--- src/core/phy_seq_pkg.sv ---
package phy_seq_pkg;
  // apb register byte offsets
  localparam logic [7:0] CTRL_OFS = 8'h00;
  localparam logic [7:0] STATUS_OFS = 8'h04;
  localparam logic [7:0] SWING_OFS = 8'h08;
  localparam logic [7:0] COEFF_OFS = 8'h0C;
  localparam logic [7:0] TRAIN_OFS = 8'h10;
  localparam logic [7:0] TAP_OFS = 8'h14;
  // control register fields
  localparam int CTRL_INIT_BIT = 0;
  localparam int CTRL_UNINIT_BIT = 1;
  localparam int CTRL_SWING_BIT = 2;
  localparam int CTRL_SOURCE_BIT = 8;
  localparam int CTRL_MISC_BIT = 9;
  localparam int CTRL_FIRST_BIT = 10;
  localparam int CTRL_DP_BIT = 11;
  localparam int CTRL_FAST_BIT = 12;
  localparam int CTRL_FOUR_BIT = 13;
  localparam logic [5:0] CTRL_CFG_RESET = 6'h00;
  // phy register addresses; group alias at base, lane n at base + stride*(n+1)
  localparam logic [15:0] LANE_STRIDE = 16'h0040;
  localparam logic [15:0] CONTROL_A_ADDR = 16'h1000;
  localparam logic [15:0] COMP_CTRL_ADDR = 16'h2000;
  localparam logic [15:0] COMP_REF_ADDR = 16'h2004;
  localparam logic [15:0] COMP_STAT_ADDR = 16'h200C;
  localparam logic [15:0] COMP_SRC_ADDR = 16'h2020;
  localparam logic [15:0] COMP_PM0_ADDR = 16'h2024;
  localparam logic [15:0] COMP_PM1_ADDR = 16'h2028;
  localparam logic [15:0] CL_CTRL_ADDR = 16'h3014;
  localparam logic [15:0] PCS_CTRL_ADDR = 16'h4004;
  localparam logic [15:0] TX_SWING_ADDR = 16'h5008;
  localparam logic [15:0] TX_COEFF_ADDR = 16'h5010;
  localparam logic [15:0] TX_TRAIN_ADDR = 16'h5014;
  localparam logic [15:0] TX_TAP_ADDR = 16'h501C;
  localparam logic [15:0] TX_CLKDIV_ADDR = 16'h5020;
  // phy field positions and values
  localparam int CLKDIV_SEL_BIT = 31;
  localparam int CLKDIV_DIV_LSB = 29;
  localparam logic [1:0] CLKDIV_BY2 = 2'h1;
  localparam int DCC_MODE_LSB = 20;
  localparam logic [1:0] DCC_CONTINUOUS = 2'h3;
  localparam int KEEPER_BIT = 26;
  localparam int COMP_INIT_BIT = 31;
  localparam int MISC_PD_BIT = 23;
  localparam int IREF_BIT = 24;
  localparam int CL_PD_BIT = 4;
  localparam int SUS_CLK_LSB = 0;
  localparam logic [1:0] SUS_CLK_VAL = 2'h3;
  localparam int LOADGEN_BIT = 31;
  localparam int TRAIN_BIT = 31;
  localparam int SCALE_LSB = 18;
  localparam logic [2:0] SCALE_VAL = 3'h2;
  localparam int VOLT_LSB = 24;
  localparam int PROC_BIT = 26;
  localparam int REF_HI_LSB = 16;
  // sequence lengths
  localparam logic [4:0] INIT_LEN = 5'h0B;
  localparam logic [4:0] UNINIT_LEN = 5'h02;
  localparam logic [4:0] SWING_LEN = 5'h10;

  typedef enum logic [1:0] {SEQ_INIT = 2'h0, SEQ_UNINIT = 2'h1, SEQ_SWING = 2'h2} seq_t;

  typedef struct packed {
    logic is_read;
    logic skip;
    logic group;
    logic [15:0] addr;
    logic [31:0] mask;
    logic [31:0] val;
  } step_t;

  typedef struct packed {
    logic we;
    logic [15:0] addr;
    logic [31:0] wdata;
  } phy_cmd_t;
endpackage : phy_seq_pkg

--- src/core/phy_bringup_seq.sv ---
// The APB interface to the registers and the register offsets were decided locally.
`timescale 1ns/1ps
module phy_bringup_seq
  import phy_seq_pkg::*;
(
  // clock and reset
  input wire logic clk,
  input wire logic rst,
  // apb slave
  input wire logic psel,
  input wire logic penable,
  input wire logic pwrite,
  input wire logic [7:0] paddr,
  input wire logic [31:0] pwdata,
  output logic [31:0] prdata,
  output logic pready,
  output logic pslverr,
  // phy register port
  output logic phy_req,
  output phy_cmd_t phy_cmd,
  input wire logic phy_ack,
  input wire logic [31:0] phy_rdata,
  // power state events
  input wire logic deep_idle_exit,
  output logic busy
);
  typedef enum logic [2:0] {
    S_IDLE = 3'b001,
    S_ISSUE = 3'b010,
    S_WAIT = 3'b100
  } state_t;

  state_t state_r;
  seq_t seq_r;
  logic [4:0] idx_r;
  logic ph_r;
  logic [31:0] rd_r;
  logic [2:0] vp_r;
  logic done_r;
  logic skipped_r;
  logic reinit_r;
  logic [5:0] cfg_r;
  logic [31:0] swing_r;
  logic [31:0] coeff_r;
  logic [31:0] train_r;
  logic [31:0] tap_r;
  step_t st;
  logic [4:0] len;
  logic last;
  logic [31:0] pm0;
  logic [31:0] pm1;
  logic [7:0] ref_hi;
  logic lg;
  logic apb_wr;
  logic start_init;
  logic start_uninit;
  logic start_swing;

  assign apb_wr = psel & penable & pwrite;
  assign start_init = apb_wr && paddr == CTRL_OFS && pwdata[CTRL_INIT_BIT];
  assign start_uninit = apb_wr && paddr == CTRL_OFS && pwdata[CTRL_UNINIT_BIT];
  assign start_swing = apb_wr && paddr == CTRL_OFS && pwdata[CTRL_SWING_BIT];
  assign pready = 1'b1;
  assign busy = state_r != S_IDLE;
  assign phy_req = state_r == S_WAIT;

  // process monitor references by {voltage, process}
  always_comb begin
    pm0 = 32'h62AB67BB;
    pm1 = 32'h51914F96;
    ref_hi = 8'h00;
    case (vp_r)
      3'h2: begin pm0 = 32'h86E172C7; pm1 = 32'h77CA5EAB; end
      3'h3: begin pm0 = 32'h93F87FE1; pm1 = 32'h8AE871C5; end
      3'h4: begin pm0 = 32'h98FA82DD; pm1 = 32'h89E46DC1; end
      3'h5: begin pm0 = 32'h9A00AB25; pm1 = 32'h8AE38FF1; ref_hi = 8'h44; end
      default: begin pm0 = 32'h62AB67BB; pm1 = 32'h51914F96; end
    endcase
  end

  // step table
  always_comb begin
    st = '0;
    st.mask = 32'hFFFFFFFF;
    lg = 1'b0;
    case (seq_r)
      SEQ_INIT: len = INIT_LEN;
      SEQ_UNINIT: len = UNINIT_LEN;
      default: len = SWING_LEN;
    endcase
    case (seq_r)
      SEQ_INIT: begin
        case (idx_r)
          5'h00: begin
            st.group = 1'b1;
            st.addr = TX_CLKDIV_ADDR;
            st.mask = 32'h0;
            st.mask[CLKDIV_SEL_BIT] = 1'b1;
            st.mask[CLKDIV_DIV_LSB +: 2] = 2'h3;
            st.val = 32'h0;
            st.val[CLKDIV_SEL_BIT] = 1'b1;
            st.val[CLKDIV_DIV_LSB +: 2] = CLKDIV_BY2;
          end
          5'h01: begin
            st.group = 1'b1;
            st.addr = PCS_CTRL_ADDR;
            st.mask = 32'h0;
            st.mask[DCC_MODE_LSB +: 2] = 2'h3;
            st.val = 32'h0;
            st.val[DCC_MODE_LSB +: 2] = DCC_CONTINUOUS;
          end
          5'h02: begin st.is_read = 1'b1; st.addr = COMP_CTRL_ADDR; end
          5'h03: begin
            st.skip = ~cfg_r[CTRL_MISC_BIT - CTRL_SOURCE_BIT];
            st.addr = CONTROL_A_ADDR;
            st.mask = 32'h1 << MISC_PD_BIT;
            st.val = 32'h0;
          end
          5'h04: begin st.is_read = 1'b1; st.addr = COMP_STAT_ADDR; end
          5'h05: begin
            st.addr = COMP_REF_ADDR;
            st.mask = 32'h00FF00FF;
            st.val = {8'h00, ref_hi, 16'h0000};
          end
          5'h06: begin st.addr = COMP_PM0_ADDR; st.val = pm0; end
          5'h07: begin st.addr = COMP_PM1_ADDR; st.val = pm1; end
          5'h08: begin
            st.skip = ~cfg_r[0];
            st.addr = COMP_SRC_ADDR;
            st.mask = 32'h1 << IREF_BIT;
            st.val = 32'h1 << IREF_BIT;
          end
          5'h09: begin
            st.addr = COMP_CTRL_ADDR;
            st.mask = 32'h1 << COMP_INIT_BIT;
            st.val = 32'h1 << COMP_INIT_BIT;
          end
          default: begin
            st.addr = CL_CTRL_ADDR;
            st.mask = 32'h1 << CL_PD_BIT;
            st.val = 32'h1 << CL_PD_BIT;
          end
        endcase
      end
      SEQ_UNINIT: begin
        if (idx_r == 5'h00) begin
          st.skip = ~cfg_r[CTRL_MISC_BIT - CTRL_SOURCE_BIT];
          st.addr = CONTROL_A_ADDR;
          st.mask = 32'h1 << MISC_PD_BIT;
          st.val = 32'h1 << MISC_PD_BIT;
        end else begin
          st.addr = COMP_CTRL_ADDR;
          st.mask = 32'h1 << COMP_INIT_BIT;
          st.val = 32'h0;
        end
      end
      default: begin
        case (idx_r)
          5'h00: begin
            st.group = 1'b1;
            st.addr = PCS_CTRL_ADDR;
            st.mask = 32'h1 << KEEPER_BIT;
            st.val = {31'h0, cfg_r[CTRL_DP_BIT - CTRL_SOURCE_BIT]} << KEEPER_BIT;
          end
          5'h01, 5'h02, 5'h03, 5'h04: begin
            case (idx_r)
              5'h02, 5'h03: lg = ~cfg_r[CTRL_FAST_BIT - CTRL_SOURCE_BIT];
              5'h04: lg = ~cfg_r[CTRL_FAST_BIT - CTRL_SOURCE_BIT] &
                cfg_r[CTRL_FOUR_BIT - CTRL_SOURCE_BIT];
              default: lg = 1'b0;
            endcase
            st.addr = TX_COEFF_ADDR + LANE_STRIDE * {11'h0, idx_r};
            st.mask = 32'h1 << LOADGEN_BIT;
            st.val = {31'h0, lg} << LOADGEN_BIT;
          end
          5'h05: begin
            st.addr = CL_CTRL_ADDR;
            st.mask = 32'h3 << SUS_CLK_LSB;
            st.val = {30'h0, SUS_CLK_VAL} << SUS_CLK_LSB;
          end
          5'h06: begin
            st.group = 1'b1;
            st.addr = TX_TRAIN_ADDR;
            st.mask = 32'h1 << TRAIN_BIT;
            st.val = 32'h0;
          end
          5'h07: begin
            st.group = 1'b1;
            st.addr = TX_TRAIN_ADDR;
            st.mask = 32'h7 << SCALE_LSB;
            st.val = {29'h0, SCALE_VAL} << SCALE_LSB;
          end
          5'h08: begin st.group = 1'b1; st.addr = TX_SWING_ADDR; st.val = swing_r; end
          5'h09, 5'h0A, 5'h0B, 5'h0C: begin
            st.addr = TX_COEFF_ADDR + LANE_STRIDE * {11'h0, idx_r - 5'h08};
            st.mask = ~(32'h1 << LOADGEN_BIT);
            st.val = coeff_r;
          end
          5'h0D: begin
            st.group = 1'b1;
            st.addr = TX_TRAIN_ADDR;
            st.mask = ~((32'h1 << TRAIN_BIT) | (32'h7 << SCALE_LSB));
            st.val = train_r;
          end
          5'h0E: begin st.group = 1'b1; st.addr = TX_TAP_ADDR; st.val = tap_r; end
          default: begin
            st.group = 1'b1;
            st.addr = TX_TRAIN_ADDR;
            st.mask = 32'h1 << TRAIN_BIT;
            st.val = 32'h1 << TRAIN_BIT;
          end
        endcase
      end
    endcase
    last = idx_r == len - 5'h01;
  end

  // sequencer: each step not skipped reads (lane 0 for a group), then writes unless it is a read step
  always_ff @(posedge clk or posedge rst) begin
    if (rst) begin
      state_r <= S_IDLE;
      seq_r <= SEQ_INIT;
      idx_r <= 5'h00;
      ph_r <= 1'b0;
      rd_r <= 32'h0;
      vp_r <= 3'h0;
      phy_cmd <= '0;
      done_r <= 1'b0;
      skipped_r <= 1'b0;
    end else begin
      case (state_r)
        S_IDLE: begin
          if (start_init | start_uninit | start_swing) begin
            seq_r <= start_init ? SEQ_INIT : (start_uninit ? SEQ_UNINIT : SEQ_SWING);
            idx_r <= 5'h00;
            ph_r <= 1'b0;
            done_r <= 1'b0;
            skipped_r <= 1'b0;
            state_r <= S_ISSUE;
          end
        end
        S_ISSUE: begin
          if (st.skip) begin
            if (last) begin
              state_r <= S_IDLE;
              done_r <= 1'b1;
            end else begin
              idx_r <= idx_r + 5'h01;
            end
          end else begin
            phy_cmd.we <= ph_r;
            phy_cmd.addr <= (st.group && !ph_r) ? st.addr + LANE_STRIDE : st.addr;
            phy_cmd.wdata <= (rd_r & ~st.mask) | (st.val & st.mask);
            state_r <= S_WAIT;
          end
        end
        S_WAIT: begin
          if (phy_ack) begin
            ph_r <= 1'b0;
            if (!ph_r) begin
              rd_r <= phy_rdata;
            end
            if (!ph_r && !st.is_read) begin
              ph_r <= 1'b1;
              state_r <= S_ISSUE;
            end else if (st.is_read && seq_r == SEQ_INIT && idx_r == 5'h02 &&
                phy_rdata[COMP_INIT_BIT]) begin
              state_r <= S_IDLE;
              done_r <= 1'b1;
              skipped_r <= 1'b1;
            end else if (last) begin
              state_r <= S_IDLE;
              done_r <= 1'b1;
            end else begin
              if (st.is_read && idx_r == 5'h04) begin
                vp_r <= {phy_rdata[VOLT_LSB +: 2], phy_rdata[PROC_BIT]};
              end
              idx_r <= idx_r + 5'h01;
              state_r <= S_ISSUE;
            end
          end
        end
        default: state_r <= S_IDLE;
      endcase
    end
  end

  // non-first ports lose their state in deep idle; set wins over clear
  always_ff @(posedge clk or posedge rst) begin
    if (rst) begin
      reinit_r <= 1'b0;
    end else if (deep_idle_exit && !cfg_r[CTRL_FIRST_BIT - CTRL_SOURCE_BIT]) begin
      reinit_r <= 1'b1;
    end else if (state_r == S_WAIT && phy_ack && ph_r && seq_r == SEQ_INIT && last) begin
      reinit_r <= 1'b0;
    end
  end

  // apb register writes
  always_ff @(posedge clk or posedge rst) begin
    if (rst) begin
      cfg_r <= CTRL_CFG_RESET;
      swing_r <= 32'h0;
      coeff_r <= 32'h0;
      train_r <= 32'h0;
      tap_r <= 32'h0;
    end else if (apb_wr) begin
      case (paddr)
        CTRL_OFS: cfg_r <= pwdata[CTRL_FOUR_BIT:CTRL_SOURCE_BIT];
        SWING_OFS: swing_r <= pwdata;
        COEFF_OFS: coeff_r <= pwdata;
        TRAIN_OFS: train_r <= pwdata;
        TAP_OFS: tap_r <= pwdata;
        default: ;
      endcase
    end
  end

  // apb read mux and error answer
  always_comb begin
    prdata = 32'h0;
    pslverr = 1'b0;
    case (paddr)
      CTRL_OFS: prdata = {18'h0, cfg_r, 8'h00};
      STATUS_OFS: prdata = {16'h0, 3'h0, idx_r, 4'h0, reinit_r, skipped_r, done_r, busy};
      SWING_OFS: prdata = swing_r;
      COEFF_OFS: prdata = coeff_r;
      TRAIN_OFS: prdata = train_r;
      TAP_OFS: prdata = tap_r;
      default: pslverr = psel & penable;
    endcase
  end
endmodule : phy_bringup_seq

--- config.mk ---
export PLATFORM = sky130hd
export DESIGN_NAME = phy_bringup_seq
export DESIGN_NICKNAME = d
export VERILOG_FILES = /design/src/core/phy_seq_pkg.sv /design/src/core/phy_bringup_seq.sv
export SDC_FILE = /design/constraint.sdc
export NUM_CORES = 1
export LEC_CHECK = 0
export CAP_MARGIN = 20
export CORE_MARGIN = 4
export CORE_UTILIZATION = 52
export CTS_BUF_LIST = sky130_fd_sc_hd__clkbuf_8
export CTS_CLUSTER_SIZE = 8
export DETAILED_ROUTE_END_ITERATION = 12
export DONT_BUFFER_PORTS = 1
export PLACE_DENSITY = 0.67
export SYNTH_ARGS = -nofsm -noshare
export SYNTH_HDL_FRONTEND = slang
export SYNTH_SLANG_ARGS = --single-unit
export TNS_END_PERCENT = 50
--- constraint.sdc ---
create_clock -name clk -period 9.92 [get_ports clk]
set_clock_uncertainty 0.05 [all_clocks]
set_input_delay 1.984 -clock clk [delete_from_list [all_inputs] [get_ports clk]]
set_output_delay 1.984 -clock clk [all_outputs]
set_load 0.02 [all_outputs]
==> flow_metrics.py, run 1 <==
metrics = {
    "run_status": {
        "status": "completed",
    },
    "floorplan": {
        "die_x_um": 160,
        "ios": 164,
        "die_y_um": 160,
        "rows": 55,
        "initial_core_util": 0.530,
        "dieArea_mm2": 0.0256,
        "design.core.area_mm2": 0.0226,
    },
    "finish": {
        "fillers": 1982,
        "drive_above_1_share": 0.145,
        "diodes": 0,
        "synthToLayoutAreaGrowth_pct": 7.52,
        "nets": 1194,
    },
    "setup_path": {
        "crit_required_ns": 7.89,
        "max_stage_delay_ns": 0.57,
        "arrival_ns": 4.15,
        "cpLargestDelayFamily": "simple AND/OR/NAND/NOR gates",
        "cp.buffers_inverters": 1,
        "crit_type": "in2out",
        "reg2reg_from": "idx_r[0]",
        "startpoint": "paddr[0]",
        "worstSetupEndpointType": "output pin",
        "path_max_fanout": 25,
        "cp_slowest_cell": "or4_1",
        "start_kind": "input pin",
        "crit_chain": "or4_1, nor2_2, nand2_1, nor3_2, buf_4, a22oi_1, nand3_1",
    },
    "yosys": {
        "netlist_instances": 1149,
        "synth_flop_cell": "dfrtp_1",
        "async_flop_share": 1.00,
        "synth_seq_cells": 229,
        "yosys_warnings": 0,
        "synth.distinct_cells": 72,
        "syn_area_mm2": 0.0120,
        "syn_avg_cell_area_um2": 10.4,
        "yosysSeqAreaShare": 0.478,
        "synth_edf_count": 0,
    },
    "pwr": {
        "netSwitchingPower_w": 0.00108,
        "p_comb_frac": 0.252,
        "ir_worst_vdd_mv": 0.131,
        "p_per_area_mw_per_mm2": 222,
        "power.internal_w": 0.00178,
        "netSwitchingFraction": 0.376,
        "leakagePower_nw": 5.92,
        "pwr-share-seq": 0.465,
        "clkPwrFrac": 0.282,
    },
    "global_routing": {
        "grt_pass1_vias": 9328,
        "grt_pass1_wl_um": 55800,
        "grt_overflow": 0,
        "grt_max_degree": 101,
        "gr-usage-all-layers": 0.275,
        "antenna_found_initial": 1,
    },
    "timing": {
        "final_hold_viol_count": 0,
        "finalSetupViolations": 0,
        "finalCritPeriodShare": 0.623,
        "max_freq_mhz": 162,
        "drv_slew": 0,
        "max_slew_margin": 0.242,
        "worst_slew_pin_slew_ns": 1.14,
        "fin_hold_ws_ns": 0.438,
        "post-route-min-period_ns": 6.18,
        "tns_ns": 0,
        "rsz0062_at_grt": "no",
    },
    "detailed_routing": {
        "wl_per_cell_um": 25.1,
        "viasPerCell": 6.69,
        "vias": 9542,
        "met2WireLength_um": 16100,
        "met1_length_um": 15300,
        "firstDrtPassIters": 7,
        "remaining_drc_errors": 0,
        "dr.max_layer_used": "met5",
        "drt_iter0_markers": 1318,
        "wl_met3_um": 3770,
        "postRouteAntennaNets": 0,
        "wirelength_um": 35800,
    },
    "place": {
        "dpl.hpwl_um": 24000,
        "portBuffers": 0,
        "place_congestion": 0.973,
    },
    "clock_tree": {
        "cts_hold_buf": 0,
        "cts_root_buffer": "clkbuf_8",
        "cts_sinks": 229,
        "cts.path.max_buffers": 3,
        "clk_pin_slew_worst_paths_ns": 0.06,
        "post-cts-setup-buffers": 0,
        "post_cts_resized": 0,
        "insertion_delay_ns": 0.56,
        "cts_max_level": 2,
        "cts_made_buffers": 39,
        "tritoncts": "done",
    },
    "worst_hold_path": {
        "hold_path_startpoint": "rd_r[21]",
        "holdCritPathClass": "reg2reg",
    },
    "job": {
        "max_cap_viol_count": 0,
    },
}
-- cell usage in the layout (no fill, tap or decap), types with 6 or more instances in the layout --
cell type  count
dfrtp_1      228
nand2_1      138
mux2_1       107
mux2_2        65
a21oi_1       57
nor2_1        52
o21ai_0       49
a222oi_1      47
clkbuf_8      46
inv_1         32
nor3_1        24
o21ai_1       24
a22oi_1       22
a221oi_1      21
buf_4         18
nand3_1       16
a31oi_1       12
nor2b_1       11
a22o_1        11
o22ai_1       11
a211oi_1       9
and2_1         7
mux2i_1        6
or3_1          6
-- layout make-up --
class / instances / area (um2) / share of cell area
clock buffers: 46 / 633 / 0.0491
clock inverters: 25 / 113 / 0.00873
inverters: 11 / 48.8 / 0.00378
multi-input cells: 812 / 5880 / 0.456
flip-flops and latches: 229 / 5730 / 0.444
well taps: 285 / 357 / 0.0276
repair buffers: 18 / 135 / 0.0105
-- worst paths after layout --
path | endpoint | slack, ns | cells after the start
min in group asynchronous | swing_r[4] | 1.30 | 1
worst max register to register | phy_cmd[7] | 5.80 | 10
max in group asynchronous | rd_r[18] | 6.35 | 3
worst min register to register | rd_r[21] | 0.44 | 1
worst max-delay path | prdata[11] | 3.74 | 7
worst min-delay path | rd_r[21] | 0.44 | 1
-- cell usage after synthesis, drive strengths merged (3+ instances only) --
library cell,count,share of area
o21a,4,0.0025
or4,5,0.0038
and2,7,0.0037
or3b,3,0.0022
or2,6,0.0031
ha,4,0.0042
and4b,3,0.0025
clkbuf,70,0.022
a21oi,57,0.024
nand2,139,0.043
a31oi,12,0.0063
o31ai,6,0.0038
nor3b,7,0.0052
xnor2,3,0.0022
nor3,29,0.013
nor2,55,0.018
and3,5,0.0026
nand3b,5,0.0031
o22ai,12,0.0068
nor2b,11,0.0057
mux2,172,0.16
a22oi,22,0.014
o21ai,73,0.030
a222oi,47,0.039
nand2b,5,0.0026
a22o,11,0.0080
inv,11,0.0034
a221oi,21,0.015
a211oi,9,0.0056
dfrtp,228,0.48
o21bai,4,0.0025
nand3,16,0.0067
buf,29,0.013
or3,6,0.0031
nor4,6,0.0044
mux2i,6,0.0050
o32ai,3,0.0022
o211ai,4,0.0025
nor4bb,3,0.0025
-- metal layers --
metal / track usage / vias to the layer above
met5: 0 / -
met4: 0.0755 / 2
met3: 0.0836 / 60
met2: 0.414 / 510
met1: 0.389 / 4732
li1: - / 4238
-- kinds of logic (layout without fill, tap and decap cells) --
logic type,after synthesis,in the layout,share of synthesized area
other cells,2,4,0.000626
compound gates,305,305,0.178
fa+ha+maj,4,4,0.00417
xor+xnor,3,3,0.00219
buf+inv,110,100,0.0385
mux,178,178,0.166
flops,229,229,0.478
simple gates,318,318,0.132
-- sequential cells by signal (all words and copies together) (netlist names), 2 cells and up --
name and cells:
phy_cmd 46, coeff_r 32, rd_r 32, swing_r 32, tap_r 32, train_r 32, cfg_r 6, idx_r 5
state_r 3, vp_r 3, seq_r 2
-- through the flow --
stage	cells	setup WS [ns]	area, um2	util	total power [W]
floorplan	1151	1.61	12000	-	0.00184
global placement	1355	3.82	12200	0.537	0.00205
detailed placement	1355	3.76	12200	0.537	0.00206
CTS	1426	3.74	12900	0.570	0.00287
global route	1426	3.57	12900	0.570	0.00302
finish	1426	3.74	12900	0.570	0.00286
-- power groups by stage --
stage | sequential (W) | clock [W] | combinational [W]
2_1_floorplan | 0.00127 | 0 | 0.000578
3_3_place_gp | 0.00134 | 0 | 0.000705
3_5_place_dp | 0.00134 | 0 | 0.000714
4_1_cts | 0.00133 | 0.000827 | 0.000717
5_1_grt | 0.00135 | 0.000870 | 0.000794
6_report | 0.00133 | 0.000808 | 0.000722
Note: power is estimated with default switching activity, not from simulation.
==> inputs of run 2 (changes only) <==
clock period = 6.07 ns   (was 9.92 ns; I/O delays follow)
==> flow_metrics.py, run 2 (synthesis gave the netlist of run 1 again) <==
metrics = {
    "clock_tree": {
        "insertion_delay_ns": 0.55,
        "cts_sinks": 229,
        "post-cts-setup-buffers": 0,
        "tritoncts": "done",
        "post_cts_resized": 0,
        "clk_pin_slew_worst_paths_ns": 0.06,
        "cts_hold_buf": 0,
        "cts_root_buffer": "clkbuf_8",
        "cts.path.max_buffers": 3,
        "cts_max_level": 2,
        "cts_made_buffers": 41,
    },
    "global_routing": {
        "antenna_found_initial": 0,
        "gr-usage-all-layers": 0.276,
        "grt_pass1_vias": 9326,
        "grt_overflow": 0,
        "grt_max_degree": 141,
        "grt_pass1_wl_um": 56300,
    },
    "place": {
        "dp_cells": 1356,
        "place_congestion": 1.00,
        "place_area_mm2": 0.0122,
        "dpl.hpwl_um": 24100,
        "portBuffers": 0,
    },
    "timing": {
        "tns_ns": 0,
        "max_slew_margin": 0.207,
        "drv_slew": 0,
        "finalSetupViolations": 0,
        "final_hold_viol_count": 0,
        "max_freq_mhz": 219,
        "post-route-min-period_ns": 4.56,
        "rsz0062_at_grt": "no",
        "finalCritPeriodShare": 0.751,
        "worst_slew_pin_slew_ns": 1.19,
    },
    "floorplan": {
        "rows": 55,
        "design.core.area_mm2": 0.0226,
        "die_y_um": 160,
        "initial_core_util": 0.530,
        "ios": 164,
        "die_x_um": 160,
        "dieArea_mm2": 0.0256,
    },
    "finish": {
        "final_area_mm2": 0.0130,
        "final_common_cell": "dfrtp_1",
        "largest_reg_flops": 46,
        "largest-register": "phy_cmd",
        "drive_above_1_share": 0.155,
        "finalCoreUtilization": 0.575,
        "layout.cells.non_filler": 1430,
        "synthToLayoutAreaGrowth_pct": 8.58,
        "final_cell_mix": "228 x dfrtp_1, 138 x nand2_1, 107 x mux2_1",
        "nets": 1197,
        "diodes": 0,
    },
    "pwr": {
        "p_per_area_mw_per_mm2": 371,
        "leakagePower_nw": 5.95,
        "ir_worst_vdd_mv": 0.209,
        "totalPowerFinal_w": 0.00483,
    },
    "detailed_routing": {
        "remaining_drc_errors": 0,
        "met1_length_um": 15200,
        "vias": 9639,
        "firstDrtPassIters": 10,
        "met2WireLength_um": 16100,
        "wirelength_um": 36000,
        "drt_iter0_markers": 1311,
        "dr.max_layer_used": "met4",
        "postRouteAntennaNets": 0,
        "wl_met3_um": 3850,
        "viasPerCell": 6.74,
        "wl_per_cell_um": 25.2,
    },
    "setup_path": {
        "crit_required_ns": 4.81,
        "arrival_ns": 3.29,
        "path_max_fanout": 22,
        "start_kind": "input pin",
        "reg2reg_from": "idx_r[0]",
        "startpoint": "paddr[0]",
        "worstSetupEndpointType": "output pin",
        "crit_type": "in2out",
    },
    "worst_hold_path": {
        "holdCritPathClass": "reg2reg",
        "hold_path_startpoint": "rd_r[24]",
    },
    "run_status": {
        "status": "completed",
    },
    "job": {
        "max_cap_viol_count": 0,
    },
}
-- run 2: changes by cell type in the layout (fill, tap and decap cells not counted), sizes merged --
cell / before / now
inv: 35 / 24
clkinv: 0 / 3
buf: 18 / 19
clkbuf: 46 / 57
-- run 2: layout make-up --
class | instances | area, um2
clock buffer | 57 | 785
clock inverter | 17 | 72.6
fill | 1912 | 9620
inverter | 11 | 45.0
multi-input combinational | 812 | 5880
sequential | 229 | 5730
tap | 285 | 357
timing repair buffer | 19 | 155
-- run 2: path summary, 6_finish.rpt --
path / end / slack (ns) / depth (start not counted)
worst max-delay path: prdata[3] / 1.51 / 7
worst min-delay path: rd_r[24] / 0.43 / 1
worst max register to register: phy_cmd[20] / 2.17 / 8
worst min register to register: rd_r[24] / 0.43 / 1
max in group asynchronous: rd_r[2] / 4.18 / 2
min in group asynchronous: train_r[3] / 0.48 / 1
-- run 2: stage by stage --
step / hold WS [ns] / setup WS (ns)
after global placement: 0.414 / 1.62
after CTS: 0.440 / 1.54
after global routing: 0.461 / 1.43
after floorplan: 0.401 / 1.76
final: 0.434 / 1.51
after detailed placement: 0.426 / 1.54
-- run 2: worst max-delay path, stage by stage --
cell      delay (ns)
or4_1           0.58
nor2_2          0.20
nand2_1         0.13
nor3b_2         0.36
buf_4           0.37
a222oi_1        0.16
nand2_1         0.28
-- run 2: metal layers --
| metal | GRT usage | vias to the layer above |
|---|---|---|
| met1 | 0.393 | 4785 |
| met5 | 0 | - |
| met4 | 0.0821 | 0 |
| met3 | 0.0741 | 71 |
| met2 | 0.416 | 543 |
| li1 | - | 4240 |
-- run 2: where the power goes --
group,leakage [nW],switching (W),internal (W)
clock network,0.495,0.000637,0.000832
logic,2.38,0.000739,0.000436
registers,3.08,0.000398,0.00179
total,5.95,0.00177,0.00306
==> inputs of run 3 (changes only) <==
PLACE_DENSITY = 0.7   (was 0.67)
clock period = 3.8 ns   (was 6.07 ns; I/O delays follow)
==> flow_metrics.py, run 3 (synthesis gave the netlist of run 1 again) <==
metrics = {
    "run_status": {
        "status": "completed",
    },
    "finish": {
        "final_common_cell": "dfrtp_1",
        "layout.cells.non_filler": 1475,
        "diodes": 0,
        "fillers": 1908,
        "synthToLayoutAreaGrowth_pct": 11.3,
        "largest_reg_flops": 46,
        "final_cell_mix": "228 x dfrtp_1, 138 x nand2_1, 107 x mux2_1",
        "largest-register": "phy_cmd",
        "nets": 1249,
        "drive_above_1_share": 0.185,
    },
    "pwr": {
        "clkPwrFrac": 0.273,
        "p_per_area_mw_per_mm2": 569,
        "pwr-share-seq": 0.451,
        "power.internal_w": 0.00471,
        "netSwitchingFraction": 0.380,
        "p_comb_frac": 0.276,
        "ir_worst_vdd_mv": 0.281,
        "totalPowerFinal_w": 0.00760,
        "netSwitchingPower_w": 0.00289,
        "leakagePower_nw": 6.17,
    },
    "timing": {
        "worst_slew_pin_slew_ns": 0.801,
        "post-route-min-period_ns": 3.38,
        "max_slew_margin": 0.465,
        "max_freq_mhz": 296,
        "rsz0062_at_grt": "no",
        "finalCritPeriodShare": 0.889,
        "final_hold_viol_count": 0,
        "finalSetupViolations": 0,
        "drv_slew": 0,
    },
    "global_routing": {
        "grt_overflow": 0,
        "gr-usage-all-layers": 0.290,
        "grt_max_degree": 91,
        "antenna_found_initial": 1,
        "grt_pass1_vias": 9961,
        "grt_pass1_wl_um": 59300,
    },
    "floorplan": {
        "initial_core_util": 0.530,
        "dieArea_mm2": 0.0256,
        "die_y_um": 160,
        "design.core.area_mm2": 0.0226,
        "die_x_um": 160,
        "ios": 164,
        "rows": 55,
    },
    "clock_tree": {
        "tritoncts": "done",
        "cts_sinks": 229,
        "cts.path.max_buffers": 3,
        "cts_made_buffers": 40,
        "post-cts-setup-buffers": 0,
        "insertion_delay_ns": 0.55,
        "cts_max_level": 2,
        "clk_pin_slew_worst_paths_ns": 0.06,
        "cts_root_buffer": "clkbuf_8",
        "cts_hold_buf": 0,
        "post_cts_resized": 0,
    },
    "detailed_routing": {
        "wirelength_um": 37800,
        "remaining_drc_errors": 0,
        "drt_iter0_markers": 1288,
        "wl_per_cell_um": 25.7,
        "vias": 9975,
        "firstDrtPassIters": 8,
        "viasPerCell": 6.76,
        "postRouteAntennaNets": 0,
    },
    "setup_path": {
        "worstSetupEndpointType": "output pin",
        "path_max_fanout": 26,
        "arrival_ns": 2.57,
        "crit_required_ns": 2.99,
        "start_kind": "input pin",
        "crit_type": "in2out",
    },
    "place": {
        "dp_cells": 1409,
        "portBuffers": 0,
        "dpl.hpwl_um": 26200,
        "place_congestion": 0.976,
    },
    "worst_hold_path": {
        "holdCritPathClass": "in2async",
    },
    "job": {
        "max_cap_viol_count": 0,
    },
}
## run 3: cell count changes in the layout (fill, tap and decap cells not counted), sizes merged
cell	delta
clkinv	+1
buf	+53
clkbuf	-13
clkinvlp	+1
inv	+3
## run 3: metrics by stage
step	setup slack, ns	util	setup TNS (ns)	hold slack, ns	cell area, um2
after floorplan	-0.00315	-	-0.718	0.401	12000
after global routing	0.258	0.590	0	0.220	13300
after CTS	0.416	0.590	0	0.179	13300
after global placement	0.492	0.558	0	0.416	12600
final	0.421	0.590	0	0.176	13300
after detailed placement	0.424	0.558	0	0.421	12600
## run 3: routing by layer
metal  GRT usage  part of all wire  vias to the layer above
met4      0.0817             0.022                        2
met3      0.0893              0.11                       84
li1            -                 -                     4358
met2       0.442              0.45                      554
met1       0.405              0.42                     4977
met5           0           0.00048                        -
## run 3: layout make-up
type                       count  area, um2  share of cell area
inverter                      11       45.0             0.00337
clock buffer                  44        606              0.0454
clock inverter                22        104             0.00778
sequential                   229       5730               0.429
multi-input combinational    812       5880               0.440
tap                          285        357              0.0267
timing repair buffer          72        628              0.0471
## run 3: worst paths after layout
kind / from / to / slack, ns / depth (start not counted)
max in group asynchronous: rst / rd_r[14] / 2.60 / 2
min in group clk: phy_ack / state_r[2] / 0.27 / 1
min: rst / train_r[5] / 0.18 / 1
max reg2reg: idx_r[0] / phy_cmd[17] / 0.48 / 9
min reg2reg: rd_r[15] / rd_r[15] / 0.44 / 1
max: paddr[0] / prdata[26] / 0.42 / 7
## run 3: power by group through the flow
stage | Clock, W | Combinational, W | Sequential (W)
floorplan | 0 | 0.00151 | 0.00331
global placement | 0 | 0.00203 | 0.00345
detailed placement | 0 | 0.00207 | 0.00346
CTS | 0.00212 | 0.00207 | 0.00343
global route | 0.00223 | 0.00229 | 0.00348
finish | 0.00207 | 0.00210 | 0.00343
## run 3: worst max-delay path, cell delays in order
cell      delay, ns
or4_1          0.58
nor2_2         0.26
nand2_1        0.14
nor3b_2        0.24
buf_12         0.22
a222oi_1       0.12
nand2_1        0.22
